**src/core/bus_arbiter_consts.svh**
```systemverilog
// Functional notes
// - master releases bus, then asserts host grant; the code does both on the same edge
// - released bus floats address, data, selects, strobes
// - sdram control stays driven while host owns
// - host request beats every peer request
// - grant held until host request withdrawn
// - only the bus master drives host grant
// - ack deasserted to insert host wait states
// - ack open-drain after reset, active drive optional
// - ack driven only with select and request
// - drive own request line, monitor the other
// - identity 01 first, 10 second, 00 single
// - slave core priority pre-empts background dma
// - priority line open-drain, wired, reads high idle
// - dma request/grant 1 channel 9, 2 channel 8
// - suspend input floats bus next cycle, stalls access
`ifndef BUS_ARBITER_CONSTS_SVH
`define BUS_ARBITER_CONSTS_SVH
`define ID_SINGLE      2'h0
`define ID_FIRST       2'h1
`define ID_SECOND      2'h2
`define DMA_CH_PAIR_1  4'h9
`define DMA_CH_PAIR_2  4'h8
`define GRANT_DELAY    1
`endif

```
**src/core/bus_arbiter_pkg.sv**
```systemverilog
package bus_arbiter_pkg;
	typedef enum logic [2:0] {
		ROLE_SLAVE  = 3'b001,
		ROLE_MASTER = 3'b010,
		ROLE_GRANT  = 3'b100
	} role_e;
	typedef logic [1:0] ident_t;
endpackage

```
**src/core/ext_bus_arbiter.sv**
```systemverilog
`timescale 1ns/1ps
`include "bus_arbiter_consts.svh"

module ext_bus_arbiter
	import bus_arbiter_pkg::*;
#(
	parameter int NUM_PEER_LINES = 2
) (
	input  wire logic       clk,                    // core clock, 250 MHz
	input  wire logic       rst,                    // async reset, active high
	input  wire logic [1:0] processor_identity,     // strapped identity
	input  wire logic       host_bus_request_n,     // host wants the bus
	input  wire logic       chip_select_n,          // host selects this device
	input  wire logic       host_wait,              // internal side not ready for host
	input  wire logic       ack_active_drive_bit,   // config: ack actively driven
	input  wire logic       suspend_bus_float_n,    // suspend bus, active low
	input  wire logic       core_bus_req,           // core wants an external access
	input  wire logic       dma_bus_req,            // background dma wants the bus
	input  wire logic       core_priority_req,      // core asks to pre-empt dma
	input  wire logic [1:0] peer_bus_request_n_i,   // wired level of request lines
	output logic      [1:0] peer_bus_request_n_o,   // request line drive value
	output logic      [1:0] peer_bus_request_oe_n,  // request line enable, low drives
	input  wire logic       core_priority_line_i,   // wired priority level
	output logic            core_priority_line_o,   // priority drive value
	output logic            core_priority_line_oe_n, // priority enable, low drives
	output logic            host_bus_grant_n,       // grant to host
	output logic            host_bus_grant_oe_n,    // grant enable, low drives
	output logic            host_access_ack_o,      // host ack value
	output logic            host_access_ack_oe_n,   // host ack enable, low drives
	output logic            bus_oe_n,               // addr/data/select/strobe enable
	output logic            sdram_ctl_oe_n,         // sdram control enable
	output logic            is_master,              // this device owns the bus
	output logic            access_stall,           // external access must wait
	input  wire logic       ext_dma_request_1_n,    // external dma request 1
	input  wire logic       ext_dma_request_2_n,    // external dma request 2
	output logic            dma_req_ch9,            // request to channel 9
	output logic            dma_req_ch8,            // request to channel 8
	input  wire logic       dma_grant_ch9,          // grant from channel 9
	input  wire logic       dma_grant_ch8,          // grant from channel 8
	output logic            ext_dma_grant_1_n,      // external dma grant 1
	output logic            ext_dma_grant_2_n,      // external dma grant 2
	output logic            ext_dma_grant_oe_n      // dma grant enable, low drives
);

	// the request line decode and ownership swap assume exactly two lines
	if (NUM_PEER_LINES != 2) begin : g_bad_lines
		$error("only two peer request lines are supported");
	end

	role_e  role_q;
	role_e  role_d;
	ident_t ident_q;
	logic   ident_taken_q;
	logic   master_line_q;
	logic   master_line_d;
	logic   suspend_q;
	logic   host_req;
	logic   single;
	logic   my_line;
	logic   other_cpa;
	logic   want_bus;
	logic   ack_drive;

	assign host_req = !host_bus_request_n;

	// identity caught once after reset release; a strap must not move later
	// capture identity once
	always_ff @(posedge clk or posedge rst) begin
		if (rst) begin
			ident_q       <= `ID_SINGLE;
			ident_taken_q <= 1'b0;
		end else if (!ident_taken_q) begin
			ident_q       <= processor_identity;
			ident_taken_q <= 1'b1;
		end
	end

	assign single  = (ident_q != `ID_FIRST) && (ident_q != `ID_SECOND);
	assign my_line = (ident_q == `ID_SECOND);

	assign other_cpa = !core_priority_line_i && core_priority_line_oe_n;

	// dma backs off while another slave core claims priority
	// core pre-empts dma
	assign want_bus = core_bus_req || (dma_bus_req && !other_cpa);

	generate
		for (genvar i = 0; i < NUM_PEER_LINES; i++) begin : g_req_line
			always_ff @(posedge clk or posedge rst) begin
				if (rst) begin
					peer_bus_request_n_o[i]  <= 1'b1;
					peer_bus_request_oe_n[i] <= 1'b1;
				end else begin
					peer_bus_request_n_o[i]  <= !want_bus;
					peer_bus_request_oe_n[i] <= single || (my_line != 1'(i));
				end
			end
		end
	endgenerate

	// mastership passes only when the holder's line goes idle, so both ends
	// track the same owner without extra wires
	always_comb begin
		master_line_d = master_line_q;
		if (!host_req && role_q != ROLE_GRANT) begin
			if (peer_bus_request_n_i[master_line_q] &&
			    !peer_bus_request_n_i[!master_line_q]) begin
				master_line_d = !master_line_q;
			end
		end
	end

	always_ff @(posedge clk or posedge rst) begin
		if (rst) begin
			master_line_q <= 1'b0;
		end else begin
			master_line_q <= master_line_d;
		end
	end

	always_comb begin
		role_d = role_q;
		case (role_q)
			ROLE_SLAVE: begin
				// no mastership before the strap is read: the reset value 00 would
				// make a second-line device look single and drive the bus for a cycle
				if (ident_taken_q && (single || master_line_d == my_line)) begin
					role_d = ROLE_MASTER;
				end
			end
			ROLE_MASTER: begin
				if (host_req) begin
					role_d = ROLE_GRANT;
				end else if (!single && master_line_d != my_line) begin
					role_d = ROLE_SLAVE;
				end
			end
			ROLE_GRANT: begin
				if (!host_req) begin
					role_d = ROLE_MASTER;
				end
			end
			default: role_d = ROLE_SLAVE;
		endcase
	end

	always_ff @(posedge clk or posedge rst) begin
		if (rst) begin
			role_q <= ROLE_SLAVE;
		end else begin
			role_q <= role_d;
		end
	end

	assign is_master = (role_q != ROLE_SLAVE);

	assign host_bus_grant_n = (role_q != ROLE_GRANT);
	assign host_bus_grant_oe_n = !is_master;

	// suspend takes effect from the following cycle
	always_ff @(posedge clk or posedge rst) begin
		if (rst) begin
			suspend_q <= 1'b0;
		end else begin
			suspend_q <= !suspend_bus_float_n;
		end
	end

	assign bus_oe_n = (role_q != ROLE_MASTER) || suspend_q;
	assign sdram_ctl_oe_n = 1'b0;
	assign access_stall = (core_bus_req || dma_bus_req) && bus_oe_n;

	assign core_priority_line_o    = 1'b0;
	assign core_priority_line_oe_n = !(core_priority_req && !is_master && !single);

	assign ack_drive = !chip_select_n && host_req;

	// open-drain can only pull low, so ready is the pull-up releasing
	// wait states by deassert
	always_comb begin
		host_access_ack_o    = !host_wait;
		host_access_ack_oe_n = 1'b1;
		if (ack_drive) begin
			if (ack_active_drive_bit) begin
				host_access_ack_oe_n = 1'b0;
			end else begin
				host_access_ack_o    = 1'b0;
				host_access_ack_oe_n = !host_wait;
			end
		end
	end

	always_ff @(posedge clk or posedge rst) begin
		if (rst) begin
			dma_req_ch9       <= 1'b0;
			dma_req_ch8       <= 1'b0;
			ext_dma_grant_1_n <= 1'b1;
			ext_dma_grant_2_n <= 1'b1;
		end else begin
			dma_req_ch9       <= !ext_dma_request_1_n;
			dma_req_ch8       <= !ext_dma_request_2_n;
			ext_dma_grant_1_n <= !dma_grant_ch9;
			ext_dma_grant_2_n <= !dma_grant_ch8;
		end
	end

	assign ext_dma_grant_oe_n = bus_oe_n;
endmodule // ext_bus_arbiter

```
**config.mk**
```make
export PLATFORM = sky130hd
export DESIGN_NAME = ext_bus_arbiter
export DESIGN_NICKNAME = d
export VERILOG_FILES = /design/src/core/bus_arbiter_pkg.sv /design/src/core/ext_bus_arbiter.sv
export VERILOG_INCLUDE_DIRS = /design/src /design/src/core
export SDC_FILE = /design/constraint.sdc
export NUM_CORES = 1
export LEC_CHECK = 0
export BUFFER_PORTS_ARGS = -buffer_cell sky130_fd_sc_hd__buf_2
export CORE_MARGIN = 2
export CORE_UTILIZATION = 25
export DETAILED_ROUTE_END_ITERATION = 8
export RECOVER_POWER = 50
export SLEW_MARGIN = 20
export SYNTH_ARGS = -nofsm -noshare
export SYNTH_HDL_FRONTEND = slang
export SYNTH_SLANG_ARGS = --single-unit
```
**constraint.sdc**
```tcl
create_clock -name clk -period 1.6 [get_ports clk]
set_input_delay 0.16 -clock clk [delete_from_list [all_inputs] [get_ports clk]]
set_output_delay 0.16 -clock clk [all_outputs]
set_load 0.05 [all_outputs]
```
== After elaboration in Yosys (flattened, before gate mapping) ==
Cells that the tools add are included.

* Register bits: 15
* Input port bits: 19
* Output and inout bits: 19
* Word-level logic and storage cells: 78

* $lt $le $gt $ge: 2
* Equality and inequality tests: 14
* Multiplexer cells: 15
* Bitwise logic cells: 1
* Reductions and logical operators: 34

{| class="wikitable"
|+ Operators with widths
! cell !! number
|-
| 1-bit zero test || 16
|-
| 3-bit two-way mux || 4
|-
| 1-bit logical AND || 11
|-
| 1-bit two-way mux || 10
|-
| 3-bit case mux with 3 select lines || 1
|-
| 1-bit logical OR || 6
|-
| 2-bit inequality test (second input constant) || 3
|-
| 3-bit inequality test (second input constant) || 2
|-
| 1-bit by 2-bit less-than comparator with 1-bit output (second input constant) || 2
|-
| 3-bit by 1-bit equality test with 1-bit output (second input constant) || 1
|-
| 3-bit by 2-bit equality test with 1-bit output (second input constant) || 1
|-
| 3-bit equality test (second input constant) || 1
|-
| 3-bit by 1-bit inequality test with 1-bit output (second input constant) || 1
|-
| 3-bit by 2-bit inequality test with 1-bit output (second input constant) || 1
|-
| 3-bit AND reduction || 1
|-
| 2-bit equality test (second input constant) || 1
|-
| 2-bit by 1-bit inequality test with 1-bit output (second input constant) || 1
|-
| 1-bit equality test || 1
|-
| 1-bit inequality test || 1
|-
| 1-bit NOT || 1
|}

== Longest topological paths before layout ==
Gate-level depths: netlist (run 1).

* Word-level depth: 12
* Gate-level depth with buffers: 6
* Mapped depth without buffers: 6

== Worst setup path before layout (run 1) ==
Ideal clock, no wire load.

* Kind: reg2reg
* From: register role_q[0]
* To: register peer_bus_request_n_o[1]
* Library setup time: 0.082 ns
* Arrival: 2.207 ns
* Required time: 1.518 ns
* Setup slack: -0.689 ns
* Stages on the path, launching flop included: 5
* Path buffers: 0
* Period minus slack after synthesis: 2.289 ns
* Path through: dfstp_2 nor3b_2 nand3b_1 nand2b_1 a21oi_1

* Word-level cells in the longest chain between the ends: 10

{| class="wikitable"
|+ Ends and longest elaborated chain
! item !! line !! source
|-
| start, declared || ext_bus_arbiter.sv:50 || <nowiki>role_e role_q;</nowiki>
|-
| start signal, assigned || ext_bus_arbiter.sv:151 || <nowiki>role_q <= role_d;</nowiki>
|-
| 3-bit by 1-bit inequality test with 1-bit output || ext_bus_arbiter.sv:155 || <nowiki>assign is_master = (role_q != ROLE_SLAVE);</nowiki>
|-
| 1-bit zero test || n/a ||
|-
| net host_bus_grant_oe_n || ext_bus_arbiter.sv:27 || <nowiki>output logic host_bus_grant_oe_n,</nowiki>
|-
| 1-bit logical AND (2 in a row) || ext_bus_arbiter.sv:174 || <nowiki>assign core_priority_line_oe_n = !(core_priority_req && !is_master && !single);</nowiki>
|-
| 1-bit zero test || ext_bus_arbiter.sv:174 ||
|-
| net core_priority_line_oe_n || ext_bus_arbiter.sv:25 || <nowiki>output logic core_priority_line_oe_n,</nowiki>
|-
| 1-bit logical AND || ext_bus_arbiter.sv:81 || <nowiki>assign other_cpa = !core_priority_line_i && core_priority_line_oe_n;</nowiki>
|-
| 1-bit zero test || ext_bus_arbiter.sv:85 || <nowiki>assign want_bus = core_bus_req || (dma_bus_req && !other_cpa);</nowiki>
|-
| 1-bit logical AND || ext_bus_arbiter.sv:85 ||
|-
| 1-bit logical OR || ext_bus_arbiter.sv:85 ||
|-
| 1-bit zero test || ext_bus_arbiter.sv:94 || <nowiki>peer_bus_request_n_o[i] <= !want_bus;</nowiki>
|-
| end signal, assigned by index || ext_bus_arbiter.sv:94 ||
|-
| end, declared || ext_bus_arbiter.sv:21 || <nowiki>output logic [1:0] peer_bus_request_n_o,</nowiki>
|}

The timed path passes the listed nets, and every way through them passes these cells.
A chain may end at the register's enable or synchronous reset.

== Final worst setup path (run 1) ==
* From: register role_q[0]
* To: output port core_priority_line_oe_n

* Word-level cells in the longest chain between the ends: 5

{| class="wikitable"
|+ Ends and longest elaborated chain
! item !! line
|-
| 3-bit by 1-bit inequality test with 1-bit output || ext_bus_arbiter.sv:155
|-
| 1-bit zero test || ext_bus_arbiter.sv:174
|-
| 1-bit logical AND (2 in a row) || ext_bus_arbiter.sv:174
|-
| 1-bit zero test || ext_bus_arbiter.sv:174
|-
| end, declared || ext_bus_arbiter.sv:25
|}

No other way between the ends.

==> impl_metrics.env, run 1 <==
export IMPL_avgSynthCellArea_sq_um=10.4
export IMPL_dpl_worst_slack_ns=-0.153
export IMPL_syn_area_sq_um=759
export IMPL_drive_above_1_share=0.589
export IMPL_dp_cells=143
export IMPL_dp_hpwl_um=1350
export IMPL_failed_checks="setup timing"
export IMPL_critical_path_required_ns=1.44
export IMPL_synth_area_leaders="dfrtp_1 30%, dfstp_2 21%, inv_1 5.9%"
export IMPL_slew_viol_final=0
export IMPL_worst_slew_pin_slew_ns=0.600
export IMPL_timing_final_crit_share=1.09
export IMPL_portBuffers=35
export IMPL_num_rows=19
export IMPL_grt_ovfl_total=0
export IMPL_wl_met2_um=1270
export IMPL_ys_warn_count=0
export IMPL_first_pass_iters=5
export IMPL_io_pin_count=38
export IMPL_holdCritStartpoint="dma_bus_req"
export IMPL_final_setup_worst_slack_ns=-0.138
export IMPL_die_area_sq_mm=0.00349
export IMPL_start_util=0.268
export IMPL_totalPowerFinal_mw=1.64
export IMPL_htreeDepth=1
export IMPL_drt_vias_per_instance=4.52
export IMPL_synth_ff_latch_count=15
export IMPL_grt_pass1_vias=724
export IMPL_cts_sinks=15
export IMPL_wl_met3_um=71
export IMPL_tritoncts="yes"
export IMPL_top_layer="met4"
export IMPL_cp_end_kind="output pin"
export IMPL_synth_top_cell_area_share=0.297
export IMPL_drt_met1_wl_um=734
export IMPL_path_clk_slew_ns=0.10
export IMPL_grt_antenna_before_repair=0
export IMPL_die_w_um=59.1
export IMPL_hold_violations=0
export IMPL_first_iter_violations=13
export IMPL_tns_ns=-0.602
export IMPL_die_height_um=59.1
export IMPL_synth_distinct_cells=29
export IMPL_clock_skew_ns=0.0123
export IMPL_p_leak_nw=0.617
export IMPL_finalNonFillerCells=160
export IMPL_grtUsageTotal=0.118
export IMPL_cp_max_fo=4
export IMPL_gp_congestion=0.734
export IMPL_startpoint_type="flop"
export IMPL_fmax_mhz=575
export IMPL_drc=0
export IMPL_arrival_ns=1.58
export IMPL_post_drt_wl_per_cell_um=13.6
export IMPL_insertedDiodeCount=0
export IMPL_period_minus_slack_ns=1.74
export IMPL_fin_nets=152
export IMPL_core_area_sq_mm=0.00283
export IMPL_ir_drop_mv=0.421
export IMPL_grt_max_degree=16
export IMPL_clock_latency_ns=0.30
export IMPL_p_per_area_mw_per_mm2=1270
export IMPL_rr_startpoint="ident_q[0]$_DFFE_PP0N_"
export IMPL_synth_cells=73
export IMPL_crit_type="flop to output pin"
export IMPL_drtAntennaViolNets=0
export IMPL_route_vias_total=723
export IMPL_ctsRootBufferMaster="clkbuf_4"
export IMPL_final_setup_viol_count=6
export IMPL_rsz0062_at_grt="yes"
export IMPL_totalWireLength_um=2170
export IMPL_cts_inserted_buffers=3
export IMPL_maxCapViolCount=0
export IMPL_cp_startpoint="role_q[0]$_DFFE_PP1P_"
export IMPL_outcome="complete, but fails checks"
export IMPL_grt_pass1_wl_um=3010
export IMPL_synth_largest_area_cell="dfrtp_1"
export IMPL_final_util=0.456
export IMPL_clock_path_buffers=2
export IMPL_area_growth_pct=69.7
export IMPL_max_slew_margin=0.594
export IMPL_min_path_type="primary input to flop"
export IMPL_synth_seq_area_share=0.504
cell type report:
cell class                 instances  area (sq um)
clock buffer                       4          26.3
fill                             262          1540
inverter                          12          45.0
multi-input combinational         42           390
sequential                        15           383
tap                               31          38.8
timing repair buffer              56           405
final timing paths:
check / end / cells after the start / slack (ns)
max: core_priority_line_oe_n / 4 / -0.14
min: peer_bus_request_n_o[1]$_DFF_PP1_ / 2 / 0.03
max reg2reg: role_q[1]$_DFFE_PP0P_ / 7 / -0.14
min reg2reg: ident_q[1]$_DFFE_PP0N_ / 1 / 0.60
max in group asynchronous: peer_bus_request_oe_n[0]$_DFF_PP1_ / 3 / 0.77
min in group asynchronous: master_line_q$_DFF_PP0_ / 3 / 0.44
through the flow:
| step | hold WS, ns | area, sq um |
|---|---|---|
| floorplan | 0.0572 | 771 |
| global placement | 0.239 | 1010 |
| detailed placement | 0.250 | 1010 |
| CTS | 0.000867 | 1190 |
| global route | 0.0295 | 1290 |
| finish | 0.0305 | 1290 |
metal layers:
| layer | vias to the layer above | GRT usage |
|---|---|---|
| met4 | 0 | 0.0747 |
| met2 | 28 | 0.230 |
| li1 | 342 | - |
| met3 | 11 | 0.0240 |
| met1 | 342 | 0.108 |
| met5 | - | 0 |
Yosys cell counts:
| cell type | count |
|---|---|
| inv_1 | 12 |
| dfrtp_1 | 9 |
| nor2_1 | 7 |
| dfstp_2 | 6 |
| buf_4 | 5 |
| ha_1 | 3 |
| nand2b_1 | 3 |
| a21oi_1 | 2 |
| conb_1 | 2 |
| mux2_2 | 2 |
| nand2_1 | 2 |
| nor3_1 | 2 |
| nor4b_1 | 2 |
| a211oi_1 | 1 |
| a211oi_2 | 1 |
| a21boi_0 | 1 |
| a21o_1 | 1 |
| nand2_2 | 1 |
| nand3b_1 | 1 |
| nor2b_1 | 1 |
| nor3b_2 | 1 |
| nor4bb_1 | 1 |
| o21a_1 | 1 |
| o21ai_0 | 1 |
| o32ai_2 | 1 |
| or2_2 | 1 |
| or3_1 | 1 |
| or3_2 | 1 |
| or4b_1 | 1 |
kinds of logic (layout without fill, tap and decap cells):
kind of cell / count (synthesis) / after routing / share of synthesized area
other cells: 2 / 3 / 0.00989
fa+ha+maj: 3 / 3 / 0.0494
buf+inv: 17 / 72 / 0.109
mux: 2 / 2 / 0.0297
flops: 15 / 15 / 0.504
simple gates: 25 / 25 / 0.201
compound gates: 9 / 9 / 0.0972
sequential cells by signal (all words and copies together), names as in the netlist:
| name | count |
|---|---|
| master_line_q | 1 |
| ident_taken_q | 1 |
| ext_dma_grant_1_n | 1 |
| dma_req_ch9 | 1 |
| peer_bus_request_n_o | 1 |
| ident_q | 2 |
| role_q | 3 |
| dma_req_ch8 | 1 |
| peer_bus_request_oe_n | 2 |
| ext_dma_grant_2_n | 1 |
| suspend_q | 1 |
layout by cell type (no fill, tap or decap), types with 2 or more instances in the layout:
master / count
nor3_1: 2
buf_6: 6
mux2_2: 2
nand2b_4: 2
nor2_1: 6
nand2_1: 2
buf_2: 28
dfrtp_1: 9
dlygate4sd3_1: 7
inv_1: 11
nor4b_1: 2
ha_4: 2
conb_1: 3
clkbuf_4: 3
buf_8: 2
dfstp_2: 6
buf_4: 13
worst max-delay path: stages (launching register included):
cell and delay, ns:
dfstp_2 0.57, buf_6 0.10, nor3b_4 0.24, nand3b_1 0.17, buf_6 0.19
power breakdown:
group	switching [mW]	internal, mW
Clock	0.134	0.0972
Sequential	0.0417	0.442
Combinational	0.507	0.416
timing repair:
action / in CTS / in global routing
pin swaps: 1 / 6
setup buffers: 3 / 3
endpoints found under the setup margin: 9 / 9
gates resized for setup: 17 / 18
hold buffers: 6 / 1
endpoints found under the hold margin: 14 / 1
Power figures use the tool's default switching activity.
==> run 2: changes to the inputs <==
--- a/config.mk
+++ b/config.mk
@@ -10,7 +10,9 @@
 export CORE_MARGIN = 2
 export CORE_UTILIZATION = 25
 export DETAILED_ROUTE_END_ITERATION = 8
+export GPL_ROUTABILITY_DRIVEN = 0
 export RECOVER_POWER = 50
+export SETUP_SLACK_MARGIN = 0.4
 export SLEW_MARGIN = 20
 export SYNTH_ARGS = -nofsm -noshare
 export SYNTH_HDL_FRONTEND = slang
==> run 2 against run 1 <==
Against the previous run:
- the flow still finishes with violations (setup timing)
- cell area increased by 8.6%
- worst hold slack worse by 0.017 ns
- wire length decreased by 9.7%
- register-to-register slack gained 0.06 ns
- combinational power is 11% higher
- count of clock-buffer cells in the layout is the same
- sequential power about the same
- clock power fell by 8%
- utilization is 3.9 points higher
- sequential cell count did not move
- critical endpoint unchanged
- highest routed layer unchanged
==> impl_metrics.env, run 2 (same netlist as run 1, synthesis figures left out) <==
export IMPL_totalWireLength_um=1960
export IMPL_grt_ovfl_total=0
export IMPL_p_clk_frac=0.123
export IMPL_worst_slew_pin_slew_ns=0.596
export IMPL_p_sw_frac=0.397
export IMPL_drt_vias_per_instance=4.31
export IMPL_path_clk_slew_ns=0.09
export IMPL_failed_checks="setup timing"
export IMPL_grt_pass1_wl_um=2950
export IMPL_portBuffers=35
export IMPL_hold_violations=0
export IMPL_maxCapViolCount=0
export IMPL_combinationalPowerShare=0.595
export IMPL_layout_commonest_cell="buf_2"
export IMPL_area_growth_pct=84.3
export IMPL_grt_antenna_before_repair=0
export IMPL_htreeDepth=1
export IMPL_fin_nets=157
export IMPL_tritoncts="yes"
export IMPL_largest_register="role_q"
export IMPL_io_pin_count=38
export IMPL_insertedDiodeCount=0
export IMPL_final_util=0.495
export IMPL_crit_type="flop to output pin"
export IMPL_totalPowerFinal_mw=1.72
export IMPL_period_minus_slack_ns=1.70
export IMPL_die_height_um=59.1
export IMPL_largestRegisters="role_q (3), ident_q (2), peer_bus_request_oe_n (2)"
export IMPL_start_util=0.268
export IMPL_grtUsageTotal=0.116
export IMPL_post_drt_wl_per_cell_um=11.9
export IMPL_first_iter_violations=13
export IMPL_ir_drop_mv=0.468
export IMPL_die_area_sq_mm=0.00349
export IMPL_drive_above_1_share=0.627
export IMPL_fillers=257
export IMPL_cp_max_fo=4
export IMPL_clock_latency_ns=0.28
export IMPL_timing_final_crit_share=1.06
export IMPL_cp_end_kind="output pin"
export IMPL_clock_skew_ns=0.00354
export IMPL_outcome="complete, but fails checks"
export IMPL_final_setup_worst_slack_ns=-0.102
export IMPL_largest_reg_flops=3
export IMPL_rsz0062_at_grt="yes"
export IMPL_p_per_area_mw_per_mm2=1230
export IMPL_cts_sinks=15
export IMPL_p_switching_uw=682
export IMPL_startpoint_type="flop"
export IMPL_grt_max_degree=16
export IMPL_power_frac_seq=0.282
export IMPL_drtAntennaViolNets=0
export IMPL_core_area_sq_mm=0.00283
export IMPL_cts_inserted_buffers=3
export IMPL_drc=0
export IMPL_final_setup_viol_count=8
export IMPL_p_int_mw=1.04
export IMPL_mostFrequentLayoutCells="20 x buf_2, 17 x buf_4, 11 x inv_1"
export IMPL_slew_viol_final=0
export IMPL_arrival_ns=1.54
export IMPL_num_rows=19
export IMPL_dp_hpwl_um=1240
export IMPL_die_w_um=59.1
export IMPL_ctsRootBufferMaster="clkbuf_4"
export IMPL_grt_pass1_vias=743
export IMPL_min_path_type="primary input to flop"
export IMPL_route_vias_total=711
export IMPL_max_slew_margin=0.605
export IMPL_critical_path_required_ns=1.44
export IMPL_first_pass_iters=2
export IMPL_clock_path_buffers=2
export IMPL_fmax_mhz=587
export IMPL_p_leak_nw=0.668
[run 2: cell count changes in the layout (fill, tap and decap cells not counted), moves of 2 or more]
cell      delta
buf_6        +4
nor4b_2      +2
buf_4        +4
buf_2        -8
buf_8        +3
clkbuf_1     +2
nor4b_1      -2
[run 2: per-layer routing]
layer  track usage  wire, um  vias to the layer above
met5             0         0                        -
met4        0.0292         8                        0
met3        0.0459       106                        2
met2         0.235      1190                       24
met1         0.104       657                      335
li1              -         -                      350
[run 2: final cells by class]
cell class	instances	area, sq um	area share
clock buffers	4	26.3	0.0188
flip-flops and latches	15	383	0.273
inverters	12	45.0	0.0322
repair buffers	61	490	0.350
multi-input cells	42	417	0.298
well taps	31	38.8	0.0277
[run 2: what timing repair did]
action	in CTS	in global routing
pin swaps	9	4
endpoints found under the setup margin	16	13
hold buffers	6	0
hold endpoints to repair	14	0
resized for setup	34	18
setup buffers	6	7
[run 2: worst paths after layout]
path / startpoint / end / slack (ns) / cells after the start
min in group asynchronous: rst / suspend_q$_DFF_PP0_ / 0.48 / 3
worst max-delay path: role_q[0]$_DFFE_PP1P_ / core_priority_line_oe_n / -0.10 / 4
worst min register to register: ident_q[1]$_DFFE_PP0N_ / peer_bus_request_oe_n[1]$_DFF_PP1_ / 0.56 / 2
worst max register to register: ident_q[1]$_DFFE_PP0N_ / role_q[1]$_DFFE_PP0P_ / -0.08 / 5
max in group asynchronous: rst / peer_bus_request_oe_n[0]$_DFF_PP1_ / 0.75 / 3
worst min-delay path: suspend_bus_float_n / suspend_q$_DFF_PP0_ / 0.01 / 2
[run 2: worst max-delay path, stage by stage, from the launching register on]
cell and delay (ns):
dfstp_2 0.59, buf_6 0.11, nor3b_4 0.23, nand3b_1 0.15, buf_6 0.18
[run 2: power by group through the flow]
stage          Combinational, mW  Clock (mW)  Sequential (mW)
6_report                    1.02       0.212            0.484
5_1_grt                     1.08       0.247            0.488
2_1_floorplan              0.409           0            0.540
3_3_place_gp               0.627           0            0.477
3_5_place_dp               0.637           0            0.479
4_1_cts                    0.855       0.225            0.473
[run 2: metrics by stage]
step                hold WS (ns)  worst slack [ns]  TNS [ns]  std cells  instance area (sq um)
global route             0.00323            -0.185    -0.982        165                   1400
global placement           0.246           -0.0614    -0.109        142                   1000
detailed placement         0.247            -0.111    -0.202        142                   1000
floorplan                 0.0572            -0.425    -0.817         74                    771
CTS                      0.00603           -0.0873    -0.283        158                   1270
finish                    0.0131            -0.102    -0.437        165                   1400
